`src/dma_out_pkg.sv`:
```
// Package for the DMA bus-master output block: states, widths, reset values.
// Assumes a single 40 MHz clock domain.
package dma_out_pkg;
    localparam int unsigned NUM_CH = 4;
    localparam int unsigned ADDR_W = 16;
    localparam int unsigned SYNC_STAGES = 3;
    localparam logic [3:0] ACK_POL_RST = 4'h0;
    localparam logic [3:0] REQ_POL_RST = 4'hf;
    localparam logic [3:0] MASK_RST = 4'hf;
    localparam logic [ADDR_W-1:0] ADDR_RST = 16'h0000;
    localparam logic [1:0] XFER_VERIFY = 2'h0;
    localparam logic [1:0] XFER_WRITE = 2'h1;
    localparam logic [1:0] XFER_READ = 2'h2;
    localparam logic [1:0] XFER_MEM2MEM = 2'h3;
    typedef enum logic [2:0] {
        ST_IDLE,
        ST_WAIT_GRANT,
        ST_IDLE_WAIT,
        ST_ADDR_UPDATE,
        ST_STROBE,
        ST_FINISH
    } cycle_state_e;
endpackage

```
`src/req_sync_if.sv`:
```
// Carries synchronised, polarity-corrected channel requests between modules.
// Assumes both ends sit on clock_i.
interface req_sync_if;
    logic [3:0] raw;
    logic [3:0] active;
    modport producer (input raw, output active);
    modport consumer (output raw, input active);
endinterface

```
`src/req_sync.sv`:
```
// Three-stage synchroniser per channel request, with programmable polarity.
// Assumes asynchronous request pins, single clock.
module req_sync
    import dma_out_pkg::*;
(
    input wire logic clock_i,
    input wire logic sys_rst_i,
    input wire logic clk_en_i,
    input wire logic [3:0] req_pol_i,
    req_sync_if.producer bus
);
    logic [3:0] s1_q, s2_q, s3_q, act_q;
    logic [3:0] s1_d, s2_d, s3_d, act_d;
    logic [1:0] fill_q, fill_d;
    logic primed;

    // Stages start at zero, which may read as active; ignore them until filled
    always_comb
    begin
        primed = (fill_q == 2'(SYNC_STAGES));
        fill_d = primed ? fill_q : fill_q + 2'h1;
    end

    genvar g;
    generate
        for (g = 0; g < NUM_CH; g++)
        begin : g_ch
            always_comb
            begin
                s1_d[g] = bus.raw[g];
                s2_d[g] = s1_q[g];
                s3_d[g] = s2_q[g];
                // Change accepted only when stages two and three agree
                act_d[g] = (primed && s2_q[g] == s3_q[g]) ? (s3_q[g] == req_pol_i[g])
                    : act_q[g];
            end
        end
    endgenerate

    always_ff @(posedge clock_i or posedge sys_rst_i)
    begin
        if (sys_rst_i)
        begin
            s1_q <= 4'h0;
            s2_q <= 4'h0;
            s3_q <= 4'h0;
            act_q <= 4'h0;
            fill_q <= 2'h0;
        end
        else if (clk_en_i)
        begin
            s1_q <= s1_d;
            s2_q <= s2_d;
            s3_q <= s3_d;
            act_q <= act_d;
            fill_q <= fill_d;
        end
    end

    assign bus.active = act_q;
endmodule

```
`src/chan_pick.sv`:
```
// Fixed-priority picker: lowest numbered unmasked pending channel wins.
// Assumes synchronised request levels from req_sync.
module chan_pick
    import dma_out_pkg::*;
(
    input wire logic [3:0] pend_i,
    output logic any_o,
    output logic [1:0] chan_o
);
    always_comb
    begin
        any_o = |pend_i;
        chan_o = 2'h0;
        for (int i = NUM_CH - 1; i >= 0; i--)
        begin
            if (pend_i[i])
            begin
                chan_o = 2'(i);
            end
        end
    end
endmodule

```
`src/dma_bus_master_outputs.sv`:
```
// Bus-master output side of a four-channel DMA controller: bus hold
// handshake, channel acknowledges, upper address latch control, memory
// strobes and address pins. Assumes the arbiter grants after releasing
// the buses; request pins are asynchronous.
//
// Operation
// - Upper address nibble driven only during active cycle, floated otherwise.
// - Hold request raised on unmasked channel request or software request.
// - Arbiter grants after releasing buses; no transfer before grant seen.
// - Hold request looped to grant gives exactly one idle wait state.
// - Acknowledge polarity programmable; reset makes all acknowledges active low. Reset here only loads all acknowledges high; polarity then follows ack_pol_i.
// - Acknowledge the channel whose peripheral has been granted a cycle.
// - Upper address enable high during transfers to gate external latch.
// - Pulse upper address strobe high so external latch captures upper byte.
// - In block mode strobe and update state only when upper byte changes.
// - Active-low three-state memory read strobe in read and memory-to-memory.
// - Active-low three-state memory write strobe in write and memory-to-memory.
// - Upper address byte placed on data bus during DMA cycles.
// - Lower address nibble driven as outputs during active cycle.
// - Channel request input polarity programmable.
module dma_bus_master_outputs
    import dma_out_pkg::*;
(
    input wire logic clock_i,
    input wire logic sys_rst_i,
    input wire logic clk_en_i,
    input wire logic [3:0] channel_request_in_i,
    input wire logic [3:0] req_pol_i,
    input wire logic [3:0] ack_pol_i,
    input wire logic [3:0] mask_i,
    input wire logic [3:0] sw_request_i,
    input wire logic block_mode_i,
    input wire logic [1:0] xfer_type_i,
    input wire logic [ADDR_W-1:0] start_addr_i,
    input wire logic [7:0] block_len_i,
    input wire logic bus_hold_grant_i,
    output logic bus_hold_request_o,
    output logic [3:0] channel_acknowledge_out_o,
    output logic upper_address_enable_o,
    output logic upper_address_strobe_o,
    output logic memory_read_strobe_n_o,
    output logic memory_read_oe_n_o,
    output logic memory_write_strobe_n_o,
    output logic memory_write_oe_n_o,
    output logic [3:0] address_upper_nibble_o,
    output logic address_upper_oe_n_o,
    output logic [3:0] address_lower_nibble_o,
    output logic address_lower_oe_n_o,
    output logic [7:0] bidirectional_data_bus_o,
    output logic bidirectional_data_bus_oe_n_o,
    output logic busy_o
);
    req_sync_if rq ();

    logic [3:0] pend;
    logic any_pend;
    logic [1:0] pick;

    req_sync u_sync (
        .clock_i(clock_i),
        .sys_rst_i(sys_rst_i),
        .clk_en_i(clk_en_i),
        .req_pol_i(req_pol_i),
        .bus(rq.producer)
    );
    assign rq.raw = channel_request_in_i;

    // Software requests ignore the mask
    assign pend = (rq.active & ~mask_i) | sw_request_i;

    chan_pick u_pick (
        .pend_i(pend),
        .any_o(any_pend),
        .chan_o(pick)
    );

    cycle_state_e st_q, st_d;
    logic [1:0] ch_q, ch_d;
    logic [ADDR_W-1:0] addr_q, addr_d;
    logic [7:0] left_q, left_d;
    logic first_q, first_d;
    logic hrq_q, hrq_d;
    logic [3:0] ack_q, ack_d;
    logic aen_q, aen_d;
    logic stb_q, stb_d;
    logic rd_n_q, rd_n_d, wr_n_q, wr_n_d;
    logic drv_q, drv_d;
    logic [7:0] db_q, db_d;
    logic [ADDR_W-1:0] next_addr;
    logic [3:0] ack_active;

    assign next_addr = addr_q + 16'h0001;

    always_comb
    begin
        st_d = st_q;
        ch_d = ch_q;
        addr_d = addr_q;
        left_d = left_q;
        first_d = first_q;
        hrq_d = hrq_q;
        ack_active = 4'h0;
        stb_d = 1'b0;
        rd_n_d = 1'b1;
        wr_n_d = 1'b1;
        aen_d = 1'b0;
        drv_d = 1'b0;
        db_d = db_q;
        unique case (st_q)
            ST_IDLE:
            begin
                if (any_pend)
                begin
                    hrq_d = 1'b1;
                    ch_d = pick;
                    st_d = ST_WAIT_GRANT;
                end
            end
            ST_WAIT_GRANT:
            begin
                // Grant sampled after our own request; looped-back grant
                // therefore costs exactly one idle wait cycle.
                if (bus_hold_grant_i && hrq_q)
                begin
                    st_d = ST_IDLE_WAIT;
                end
            end
            ST_IDLE_WAIT:
            begin
                addr_d = start_addr_i;
                left_d = block_mode_i ? block_len_i : 8'h00;
                first_d = 1'b1;
                st_d = ST_ADDR_UPDATE;
            end
            ST_ADDR_UPDATE:
            begin
                aen_d = 1'b1;
                drv_d = 1'b1;
                stb_d = 1'b1;
                db_d = addr_q[15:8];
                ack_active[ch_q] = 1'b1;
                first_d = 1'b0;
                st_d = ST_STROBE;
            end
            ST_STROBE:
            begin
                aen_d = 1'b1;
                drv_d = 1'b1;
                ack_active[ch_q] = 1'b1;
                rd_n_d = ~(xfer_type_i == XFER_READ || xfer_type_i == XFER_MEM2MEM);
                wr_n_d = ~(xfer_type_i == XFER_WRITE || xfer_type_i == XFER_MEM2MEM);
                if (left_q != 8'h00 && bus_hold_grant_i)
                begin
                    left_d = left_q - 8'h01;
                    addr_d = next_addr;
                    // Skip the update state while the upper byte holds
                    if (next_addr[15:8] != addr_q[15:8])
                    begin
                        st_d = ST_ADDR_UPDATE;
                    end
                end
                else
                begin
                    st_d = ST_FINISH;
                end
            end
            ST_FINISH:
            begin
                ch_d = pick;
                if (any_pend)
                begin
                    st_d = ST_WAIT_GRANT;
                end
                else
                begin
                    hrq_d = 1'b0;
                    st_d = ST_IDLE;
                end
            end
        endcase
        // Never acknowledge without the grant in hand
        if (!bus_hold_grant_i)
        begin
            ack_active = 4'h0;
        end
        ack_d = ~(ack_active ^ ack_pol_i);
    end

    always_ff @(posedge clock_i or posedge sys_rst_i)
    begin
        if (sys_rst_i)
        begin
            st_q <= ST_IDLE;
            ch_q <= 2'h0;
            addr_q <= ADDR_RST;
            left_q <= 8'h00;
            first_q <= 1'b0;
            hrq_q <= 1'b0;
            ack_q <= ~ACK_POL_RST;
            aen_q <= 1'b0;
            stb_q <= 1'b0;
            rd_n_q <= 1'b1;
            wr_n_q <= 1'b1;
            drv_q <= 1'b0;
            db_q <= 8'h00;
        end
        else if (clk_en_i)
        begin
            st_q <= st_d;
            ch_q <= ch_d;
            addr_q <= addr_d;
            left_q <= left_d;
            first_q <= first_d;
            hrq_q <= hrq_d;
            ack_q <= ack_d;
            aen_q <= aen_d;
            stb_q <= stb_d;
            rd_n_q <= rd_n_d;
            wr_n_q <= wr_n_d;
            drv_q <= drv_d;
            db_q <= db_d;
        end
    end

    // Address pins are registered from addr_d, so they track addr_q in step with drv_q;
    // the strobes are registered on the same edge.
    logic [3:0] up_q, lo_q;
    // Enables kept in their own flops so every pin comes straight from a register
    logic oe_n_q, db_oe_n_q;
    always_ff @(posedge clock_i or posedge sys_rst_i)
    begin
        if (sys_rst_i)
        begin
            up_q <= 4'h0;
            lo_q <= 4'h0;
            oe_n_q <= 1'b1;
            db_oe_n_q <= 1'b1;
        end
        else if (clk_en_i)
        begin
            up_q <= addr_d[7:4];
            lo_q <= addr_d[3:0];
            oe_n_q <= ~drv_d;
            db_oe_n_q <= ~stb_d;
        end
    end

    assign bus_hold_request_o = hrq_q;
    assign channel_acknowledge_out_o = ack_q;
    assign upper_address_enable_o = aen_q;
    assign upper_address_strobe_o = stb_q;
    assign memory_read_strobe_n_o = rd_n_q;
    assign memory_read_oe_n_o = oe_n_q;
    assign memory_write_strobe_n_o = wr_n_q;
    assign memory_write_oe_n_o = oe_n_q;
    assign address_upper_nibble_o = up_q;
    assign address_upper_oe_n_o = oe_n_q;
    assign address_lower_nibble_o = lo_q;
    assign address_lower_oe_n_o = oe_n_q;
    assign bidirectional_data_bus_o = db_q;
    assign bidirectional_data_bus_oe_n_o = db_oe_n_q;
    assign busy_o = hrq_q;
endmodule

```
`config.mk`:
```
export PLATFORM = sky130hd
export DESIGN_NAME = dma_bus_master_outputs
export DESIGN_NICKNAME = d
export VERILOG_FILES = /design/src/dma_out_pkg.sv /design/src/req_sync_if.sv /design/src/req_sync.sv /design/src/chan_pick.sv /design/src/dma_bus_master_outputs.sv
export SDC_FILE = /design/constraint.sdc
export NUM_CORES = 1
export LEC_CHECK = 0
export ABC_CLOCK_PERIOD_IN_PS = 1880
export BUFFER_PORTS_ARGS = -buffer_cell sky130_fd_sc_hd__buf_2
export CAP_MARGIN = 20
export CORE_ASPECT_RATIO = 1.75
export CORE_MARGIN = 1
export CORE_UTILIZATION = 49
export DETAILED_ROUTE_END_ITERATION = 6
export GPL_ROUTABILITY_DRIVEN = 0
export GPL_TIMING_DRIVEN = 0
export PLACE_DENSITY = 0.81
export SLEW_MARGIN = 20
export SYNTH_ARGS = -nofsm -noshare
export SYNTH_HDL_FRONTEND = slang
export SYNTH_SLANG_ARGS = --single-unit
```
`constraint.sdc`:
```
create_clock -name clock_i -period 1.88 [get_ports clock_i]
set_input_delay 0.188 -clock clock_i [delete_from_list [all_inputs] [get_ports clock_i]]
set_output_delay 0.188 -clock clock_i [all_outputs]
set_load 0.02 [all_outputs]
```
# Yosys cells after proc, flatten, opt, wreduce, memory -nomap -nowiden
# Index checks and enable logic that the tools add are counted.
# word_totals
reg_bits	74
inputBits	51
elab_cells	115
out_inout_bits	31
# classes
eq_ne	23
n_reduce_logical	25
mux	28
order_cmp	2
n_addsub	3
bitwise_logic	10
# op_table
op	count
$pmux 16 s2	1
$pmux 3 s6	1
$add 16x1->16 const B	1
$mux 16	1
$mux 8	2
$pmux 8 s2	1
$mux 3	4
$reduce_and 2->1	6
$mux 2	5
$eq 1x1->1	8
$mux 1	8
$mux 4	2
$ne 2x2->1 const B	4
$ne 8x8->1	1
$not 4->4	2
$reduce_and 4->1	2
$reduce_bool 8->1	1
$sub 8x1->8 const B	1
$logic_and 1x1->1	7
$eq 2x2->1 const B	3
$eq 3x2->1 const B	2
$eq 3x3->1 const B	2
$reduce_and 3->1	2
$not 1->1	5
other kinds (17)	19

# Logic depth before layout (Yosys ltp)
# Gate-level depths: netlist of the first run.
# depth
ltp_word	9
mapped_depth	8
depth_no_buf	7

# Cells and area by module
# A second synthesis of the first run with hierarchy kept.
# hier_totals
cells_unflattened	379
area_unflattened_um2	3652.3
# by_module_without_submodules
mod	instances	cells_each	seq_area_each_um2	area_each_um2
dma_bus_master_outputs	1	311	1211.2	2817.7
req_sync	1	61	450.4	799.5
chan_pick	1	7	0.0	35.0

# Worst setup path before layout of the first run
# Ideal clock, no wire load.
# synth_path
kind	flip-flop to flip-flop
startpoint	register left_q[0]
endpoint	register addr_q[10]
t_required_ns	1.800
path_buffers	1
period_less_slack_ns	1.952
path_slack_ns	-0.072
setup_time_ns	0.080
arrival_time_ns	1.873
stages_incl_launch_ff	9
cell_sequence	dfrtp_1 -> inv_1 -> ha_1 -> or3b_2 -> o21a_4 -> o21ai_4 -> buf_6 -> a21oi_1 -> o22ai_2
# synth_via
elab_chain_cells	4
# synth_rtl
item	line	source
start, declared	dma_bus_master_outputs.sv:80	logic [7:0] left_q, left_d;
start signal, assigned	dma_bus_master_outputs.sv:212	left_q <= left_d;
$reduce_bool 8->1	dma_bus_master_outputs.sv:152	if (left_q != 8'h00 && bus_hold_grant_i)
$logic_and 1x1->1	dma_bus_master_outputs.sv:152	
$ne 2x2->1 (no source line)	--	
$reduce_and 3->1 (no source line)	--	
end signal, assigned	dma_bus_master_outputs.sv:211	addr_q <= addr_d;
end, declared	dma_bus_master_outputs.sv:79	logic [ADDR_W-1:0] addr_q, addr_d;
# No other way between the ends.
# A chain may end at the register's enable or synchronous reset.

==> results_dict.tcl, run 1 <==
set metrics [dict create \
    status "finished with violations" \
    failed_checks "setup timing" \
    start_kind "register" \
    synth_edf_count 0 \
    crit_buf_inv 2 \
    cts-htree-levels 3 \
    ys_types 61 \
    drtIter0Drc 310 \
    yosys.area.top_type "dfrtp_1" \
    relSlewSlack 0.6087 \
    hp-class "in -> reg" \
    root_buffer "clkbuf_16" \
    yosys_register_bits 66 \
    synthMuxAreaShare 0.07759 \
    regArea_sq_um 1664 \
    slew_viol_final 0 \
    clk_latency_ns 0.34 \
    areaGrowthSynthToFinish_pct 34.10 \
    start_util 0.5122 \
    syn-num-nets 454 \
    vdd_drop_max_uv 798.0 \
    antenna_left 0 \
    p_total_mw 7.285 \
    synth_flop_cell "dfrtp_1" \
    cp_slowest_cell "or4_4" \
    clockBufferDepth 2 \
    critPathMaxStageDelay_ns 0.62 \
    final_area_sq_um 5039 \
    std_cell_rows 41 \
    hold_viol_final 0 \
    synth-simple-area-share 0.1665 \
    ff2ff_setup_slack_ns -0.05 \
    ys.warnings.count 0 \
    cp.required_ns 2.13 \
    synth_top_family_by_area "compound AO/OA/AOI/OAI gates" \
    dpl.hpwl_microns 7043 \
    placed_area_sq_um 4310 \
    grt_pass1_wl_microns 16440 \
    drive_gt1_frac 0.4183 \
    cts_buffers 9 \
    cp_max_fo 8 \
    cts.reportedPaths.clkPinSlew_ns 0.06 \
    p_leak_nw 2.257 \
    wl_microns 10430 \
    vias 3617 \
    netlist_area_sq_um 3757 \
    overflow 0 \
    synthTopCellsByArea "dfrtp_1, mux2_2, dfstp_2" \
    setup-tns-final_ns -0.3263 \
    remaining_drc_errors 0 \
    critPathKind "reg -> reg" \
    syn_inst 399 \
    cp_common_cell "buf_12" \
    grt_pass1_vias 3660 \
    layout_setup_ws_ns -0.04921 \
    tritoncts "done" \
    multi_input_area_sq_um 2028 \
    grtUsageTotal 0.2711 \
    period_needed_ns 1.929 \
    post-place-cells 567 \
    ys_seq_area_frac 0.4422 \
    io_pins 82 \
    end_kind "register" \
    antenna_found_initial 0 \
    wire_per_inst_microns 17.39 \
    drv_cap 0 \
    core_sq_um 7336 \
    worst_pin_slew_ns 0.5869 \
    dieArea_sq_um 8036 \
    fin_cells 600 \
    first_pass_iters 5 \
    fin_crit_sh 1.026 \
    nNetsFinal 564 \
    yosysTopAreaCellShare 0.3863 \
    die_h_microns 117.8 \
    diodes 0 \
    critical_path_arrival_ns 2.17 \
    synth_compound_area_frac 0.2234 \
    cpLargestDelayFamily "simple AND/OR/NAND/NOR gates" \
    synth_area_per_cell_sq_um 9.417 \
    rsz0062_at_grt "true" \
    final_core_util 0.6869 \
    async_reset_ff_frac 1.000 \
    synthAdderAreaFrac 0.01332 \
    die_w_microns 68.20 \
    max_freq_mhz 518.3 \
    setup_viol 13 \
    synth_xor_area_frac 0.01399 \
    nFillCells 571 \
    grt_max_degree 59 \
    crit_chain "or4_4 > o21a_4 > o21ai_4 > buf_12 > buf_12 > nand2_2 > o21ai_1" \
    powerDensity_nw_per_um2 1446 \
    portBuffers 81 \
    cts_sinks 66 \
    viasPerCell 6.028 \
    skew_ns 0.008169 \
]
-- path summary, 6_finish.rpt --
path                       depth (start not counted)                               start                                  end
max                                                7               left_q[3]$_DFFE_PP0P_                             register
min                                                2                      xfer_type_i[0]  memory_write_strobe_n_o$_DFFE_PP1P_
max reg2reg                                        7               left_q[3]$_DFFE_PP0P_                             register
min reg2reg                                        1  upper_address_enable_o$_DFFE_PP0P_   upper_address_enable_o$_DFFE_PP0P_
max in group asynchronous                          4                           sys_rst_i     address_lower_oe_n_o$_DFFE_PP1P_
min in group asynchronous                          3                           sys_rst_i           u_sync.s2_q[0]$_DFFE_PP0P_
-- worst register-to-register path, delay by kind of cell, from the launching register on --
kind	cells	cell delay, ns
AOI/OAI and AO/OA	3	0.52
and+or+nand+nor	2	0.67
buffers and inverters	2	0.29
DFF	1	0.38
-- cell type report --
type | instances | share of cell area
Sequential cell | 66 | 0.3303
Clock inverter | 6 | 0.01788
Clock buffer | 10 | 0.04743
Inverter | 11 | 0.008691
Buffer | 30 | 0.04395
Multi-Input combinational cell | 288 | 0.4025
Timing Repair Buffer | 103 | 0.1279
Tap cell | 86 | 0.02136
-- layout by cell type (no fill, tap or decap), types with 5 or more instances in the layout --
cell,n
dfstp_2,8
nor2b_1,5
buf_2,81
nor2_1,29
o21ai_1,13
mux2_2,25
nand2_1,31
nand4_1,6
a31oi_1,14
nand2b_1,7
a21oi_1,26
inv_1,8
clkbuf_2,5
clkbuf_16,10
dfrtp_1,56
o21ai_2,10
xor2_1,5
buf_4,29
nand3_1,12
o21ai_0,21
-- power by group --
group | switching (mW) | internal (mW) | total (mW)
Clock | 0.630 | 1.20 | 1.83
Combinational | 1.65 | 1.37 | 3.02
Sequential | 0.516 | 1.92 | 2.44
-- cells by family after synthesis --
logic type | count (synthesis)
flip-flops | 66
adder cells (fa/ha/maj) | 4
buffers and inverters | 45
AND/OR/NAND/NOR | 122
multiplexers | 26
AO/OA/AOI/OAI | 130
XOR/XNOR | 6
-- per-layer routing --
metal  vias up  part of all wire  GRT usage
met4         0             0.028     0.1576
li1       1671                 -          -
met2       180              0.55     0.4626
met3        28             0.062    0.07364
met1      1738              0.36     0.2808
met5         -                 0          0
-- through the flow --
stage | setup slack, ns | hold slack, ns
floorplan | 0.001619 | 0.2573
global route | -0.09716 | 0.007890
global placement | -0.7639 | 0.3436
CTS | -0.01298 | 0.002014
finish | -0.04921 | 0.01418
detailed placement | -0.3279 | 0.09805
-- Yosys cell counts (5+ instances only) --
library cell	count
nor2b_1	5
dfrtp_1	58
o21ai_0	41
nor2_1	30
nand2b_1	7
a31oi_1	14
dfstp_2	8
a21oi_1	28
nand2_1	33
xor2_1	5
nand4_1	6
buf_4	13
inv_1	11
clkbuf_1	13
nand3_1	12
mux2_2	25
-- what timing repair did --
action	CTS	global route
hold endpoints to repair	8	1
resized for setup	46	41
setup endpoints to repair	36	36
cloned	1	1
hold buffers	1	1
pin swaps	8	9
buffers inserted	14	3
No activity file was read; power rests on OpenSTA's default activity.
==> run 2, diff against run 1 <==
--- a/config.mk
+++ b/config.mk
@@ -14,7 +14,7 @@
 export DETAILED_ROUTE_END_ITERATION = 6
 export GPL_ROUTABILITY_DRIVEN = 0
 export GPL_TIMING_DRIVEN = 0
-export PLACE_DENSITY = 0.81
+export PLACE_DENSITY = 0.76
 export SLEW_MARGIN = 20
 export SYNTH_ARGS = -nofsm -noshare
 export SYNTH_HDL_FRONTEND = slang
==> results_dict.tcl, run 2 (synthesized netlist as in run 1, its figures left out) <==
set metrics [dict create \
    setup_viol 17 \
    worst_pin_slew_ns 0.6044 \
    status "finished with violations" \
    final_cell_mix "buf_2, dfrtp_1, nand2_1" \
    cp_max_fo 8 \
    rr_startpoint "left_q[0]$_DFFE_PP0P_" \
    portBuffers 81 \
    critical_path_arrival_ns 2.21 \
    root_buffer "clkbuf_16" \
    p_switching_mw 2.627 \
    grt_pass1_wl_microns 15840 \
    clkPwrFrac 0.239 \
    drive_gt1_frac 0.3733 \
    cp.required_ns 2.15 \
    antenna_found_initial 0 \
    p_total_mw 6.800 \
    slew_viol_final 0 \
    cts.reportedPaths.clkPinSlew_ns 0.06 \
    seqPwrFrac 0.353 \
    period_needed_ns 1.940 \
    cts_buffers 9 \
    diodes 0 \
    areaGrowthSynthToFinish_pct 28.94 \
    io_pins 82 \
    crit_start "left_q[0]$_DFFE_PP0P_" \
    drv_cap 0 \
    wl_microns 9892 \
    die_w_microns 68.20 \
    dpl.hpwl_microns 6850 \
    end_kind "register" \
    die_h_microns 117.8 \
    whs_ns 0.02702 \
    antenna_left 0 \
    cts-htree-levels 3 \
    post-place-cells 567 \
    worst_r2r_endpoint "addr_q[14]$_DFFE_PP0P_" \
    nNetsFinal 559 \
    std_cell_rows 41 \
    first_pass_iters 4 \
    vdd_drop_max_uv 826.9 \
    clk_latency_ns 0.33 \
    dieArea_sq_um 8036 \
    vias 3554 \
    skew_ns 0.004326 \
    grt_max_degree 39 \
    cp_slowest_cell "dfrtp_2" \
    hold_viol_final 0 \
    remaining_drc_errors 0 \
    viasPerCell 5.973 \
    clockBufferDepth 2 \
    failed_checks "setup timing" \
    placed_area_sq_um 4303 \
    fin_cells 595 \
    core_sq_um 7336 \
    tritoncts "done" \
    p_comb_frac 0.407 \
    grtUsageTotal 0.2628 \
    max_freq_mhz 515.4 \
    crit_chain "inv_2 > ha_1 > or3b_4 > o21a_4 > o21ai_4 > buf_12 > buf_4 > a21o_1 > a22o_1" \
    p_leak_nw 2.169 \
    start_kind "register" \
    final_area_sq_um 4845 \
    crit_end "addr_q[14]$_DFFE_PP0P_" \
    start_util 0.5122 \
    post-place-ws_ns -0.3299 \
    fin_crit_sh 1.032 \
    wire_per_inst_microns 16.63 \
    swShare 0.3863 \
    power.internal_mw 4.173 \
    setup-tns-final_ns -0.5030 \
    hp-class "in -> reg" \
    critPathMaxStageDelay_ns 0.41 \
    powerDensity_nw_per_um2 1404 \
    critPathKind "reg -> reg" \
    relSlewSlack 0.5971 \
    grt_pass1_vias 3398 \
    overflow 0 \
    drtIter0Drc 262 \
    final_common_cell "buf_2" \
    final_core_util 0.6604 \
    ff2ff_path_depth 9 \
    ff2ff_setup_slack_ns -0.06 \
    layout_setup_ws_ns -0.06025 \
    rsz0062_at_grt "true" \
    cts_sinks 66 \
    nFillCells 601 \
]
run 2: changes by cell type in the layout (fill, tap and decap cells not counted), moves of 2 or more:
cell,previous run,this run
a311oi_2,2,0
clkbuf_1,3,8
clkinv_4,2,0
a311oi_1,0,2
o21ai_2,10,0
buf_6,3,5
nand2_1,31,33
o21ai_1,13,17
buf_4,29,22
o21ai_0,21,27
nand2_2,2,0
run 2: worst min path at each step:
stage / cells after the start / endpoint / slack [ns] / startpoint
5_1_grt: 2 / memory_write_strobe_n_o$_DFFE_PP1P_ / 0.04 / xfer_type_i[0]
2_1_floorplan: 1 / memory_read_strobe_n_o$_DFFE_PP1P_ / 0.26 / xfer_type_i[1]
4_1_cts: 2 / memory_write_strobe_n_o$_DFFE_PP1P_ / 0.03 / xfer_type_i[0]
6_report: 2 / memory_write_strobe_n_o$_DFFE_PP1P_ / 0.03 / xfer_type_i[0]
3_3_place_gp: 2 / memory_read_strobe_n_o$_DFFE_PP1P_ / 0.34 / xfer_type_i[1]
3_5_place_dp: 2 / u_sync.s1_q[0]$_DFFE_PP0P_ / 0.20 / sys_rst_i
run 2: power by group through the flow:
stage	logic [mW]	registers (mW)	clock network, mW
global placement	2.34	2.38	0
floorplan	1.65	2.43	0
detailed placement	2.41	2.41	0
finish	2.77	2.40	1.63
global route	3.03	2.48	1.71
CTS	2.68	2.38	1.65
run 2: cell type report:
type / instances / area, sq um / area share
multi-input combinational: 288 / 1962 / 0.4050
sequential: 66 / 1664 / 0.3435
timing repair buffer: 96 / 563.0 / 0.1162
clock buffer: 13 / 240.2 / 0.04959
buffer: 32 / 221.5 / 0.04571
tap: 86 / 107.6 / 0.02221
inverter: 11 / 43.79 / 0.009039
clock inverter: 3 / 42.54 / 0.008781
run 2: layer usage:
metal	GRT usage	vias up	routed length (microns)
met5	0	-	0
met1	0.2961	1707	3630
met4	0.1523	0	461
met2	0.4424	142	5202
met3	0.04457	46	598
li1	-	1659	-
run 2: critical path: cells and delay by family, from the launching register on:
kind	cells	cell delay [ns]
flip-flops	1	0.41
AO/OA/AOI/OAI	4	0.57
buffers and inverters	3	0.34
AND/OR/NAND/NOR	1	0.41
adder cells (fa/ha/maj)	1	0.14
run 2: timing repair:
| item | in CTS | in global routing |
|---|---|---|
| setup endpoints to repair | 36 | 40 |
| hold buffers | 2 | 0 |
| endpoints found under the hold margin | 25 | 0 |
| gates resized for setup | 41 | 22 |
| cloned | 3 | 0 |
| pin swaps | 2 | 5 |
| buffers inserted | 8 | 1 |
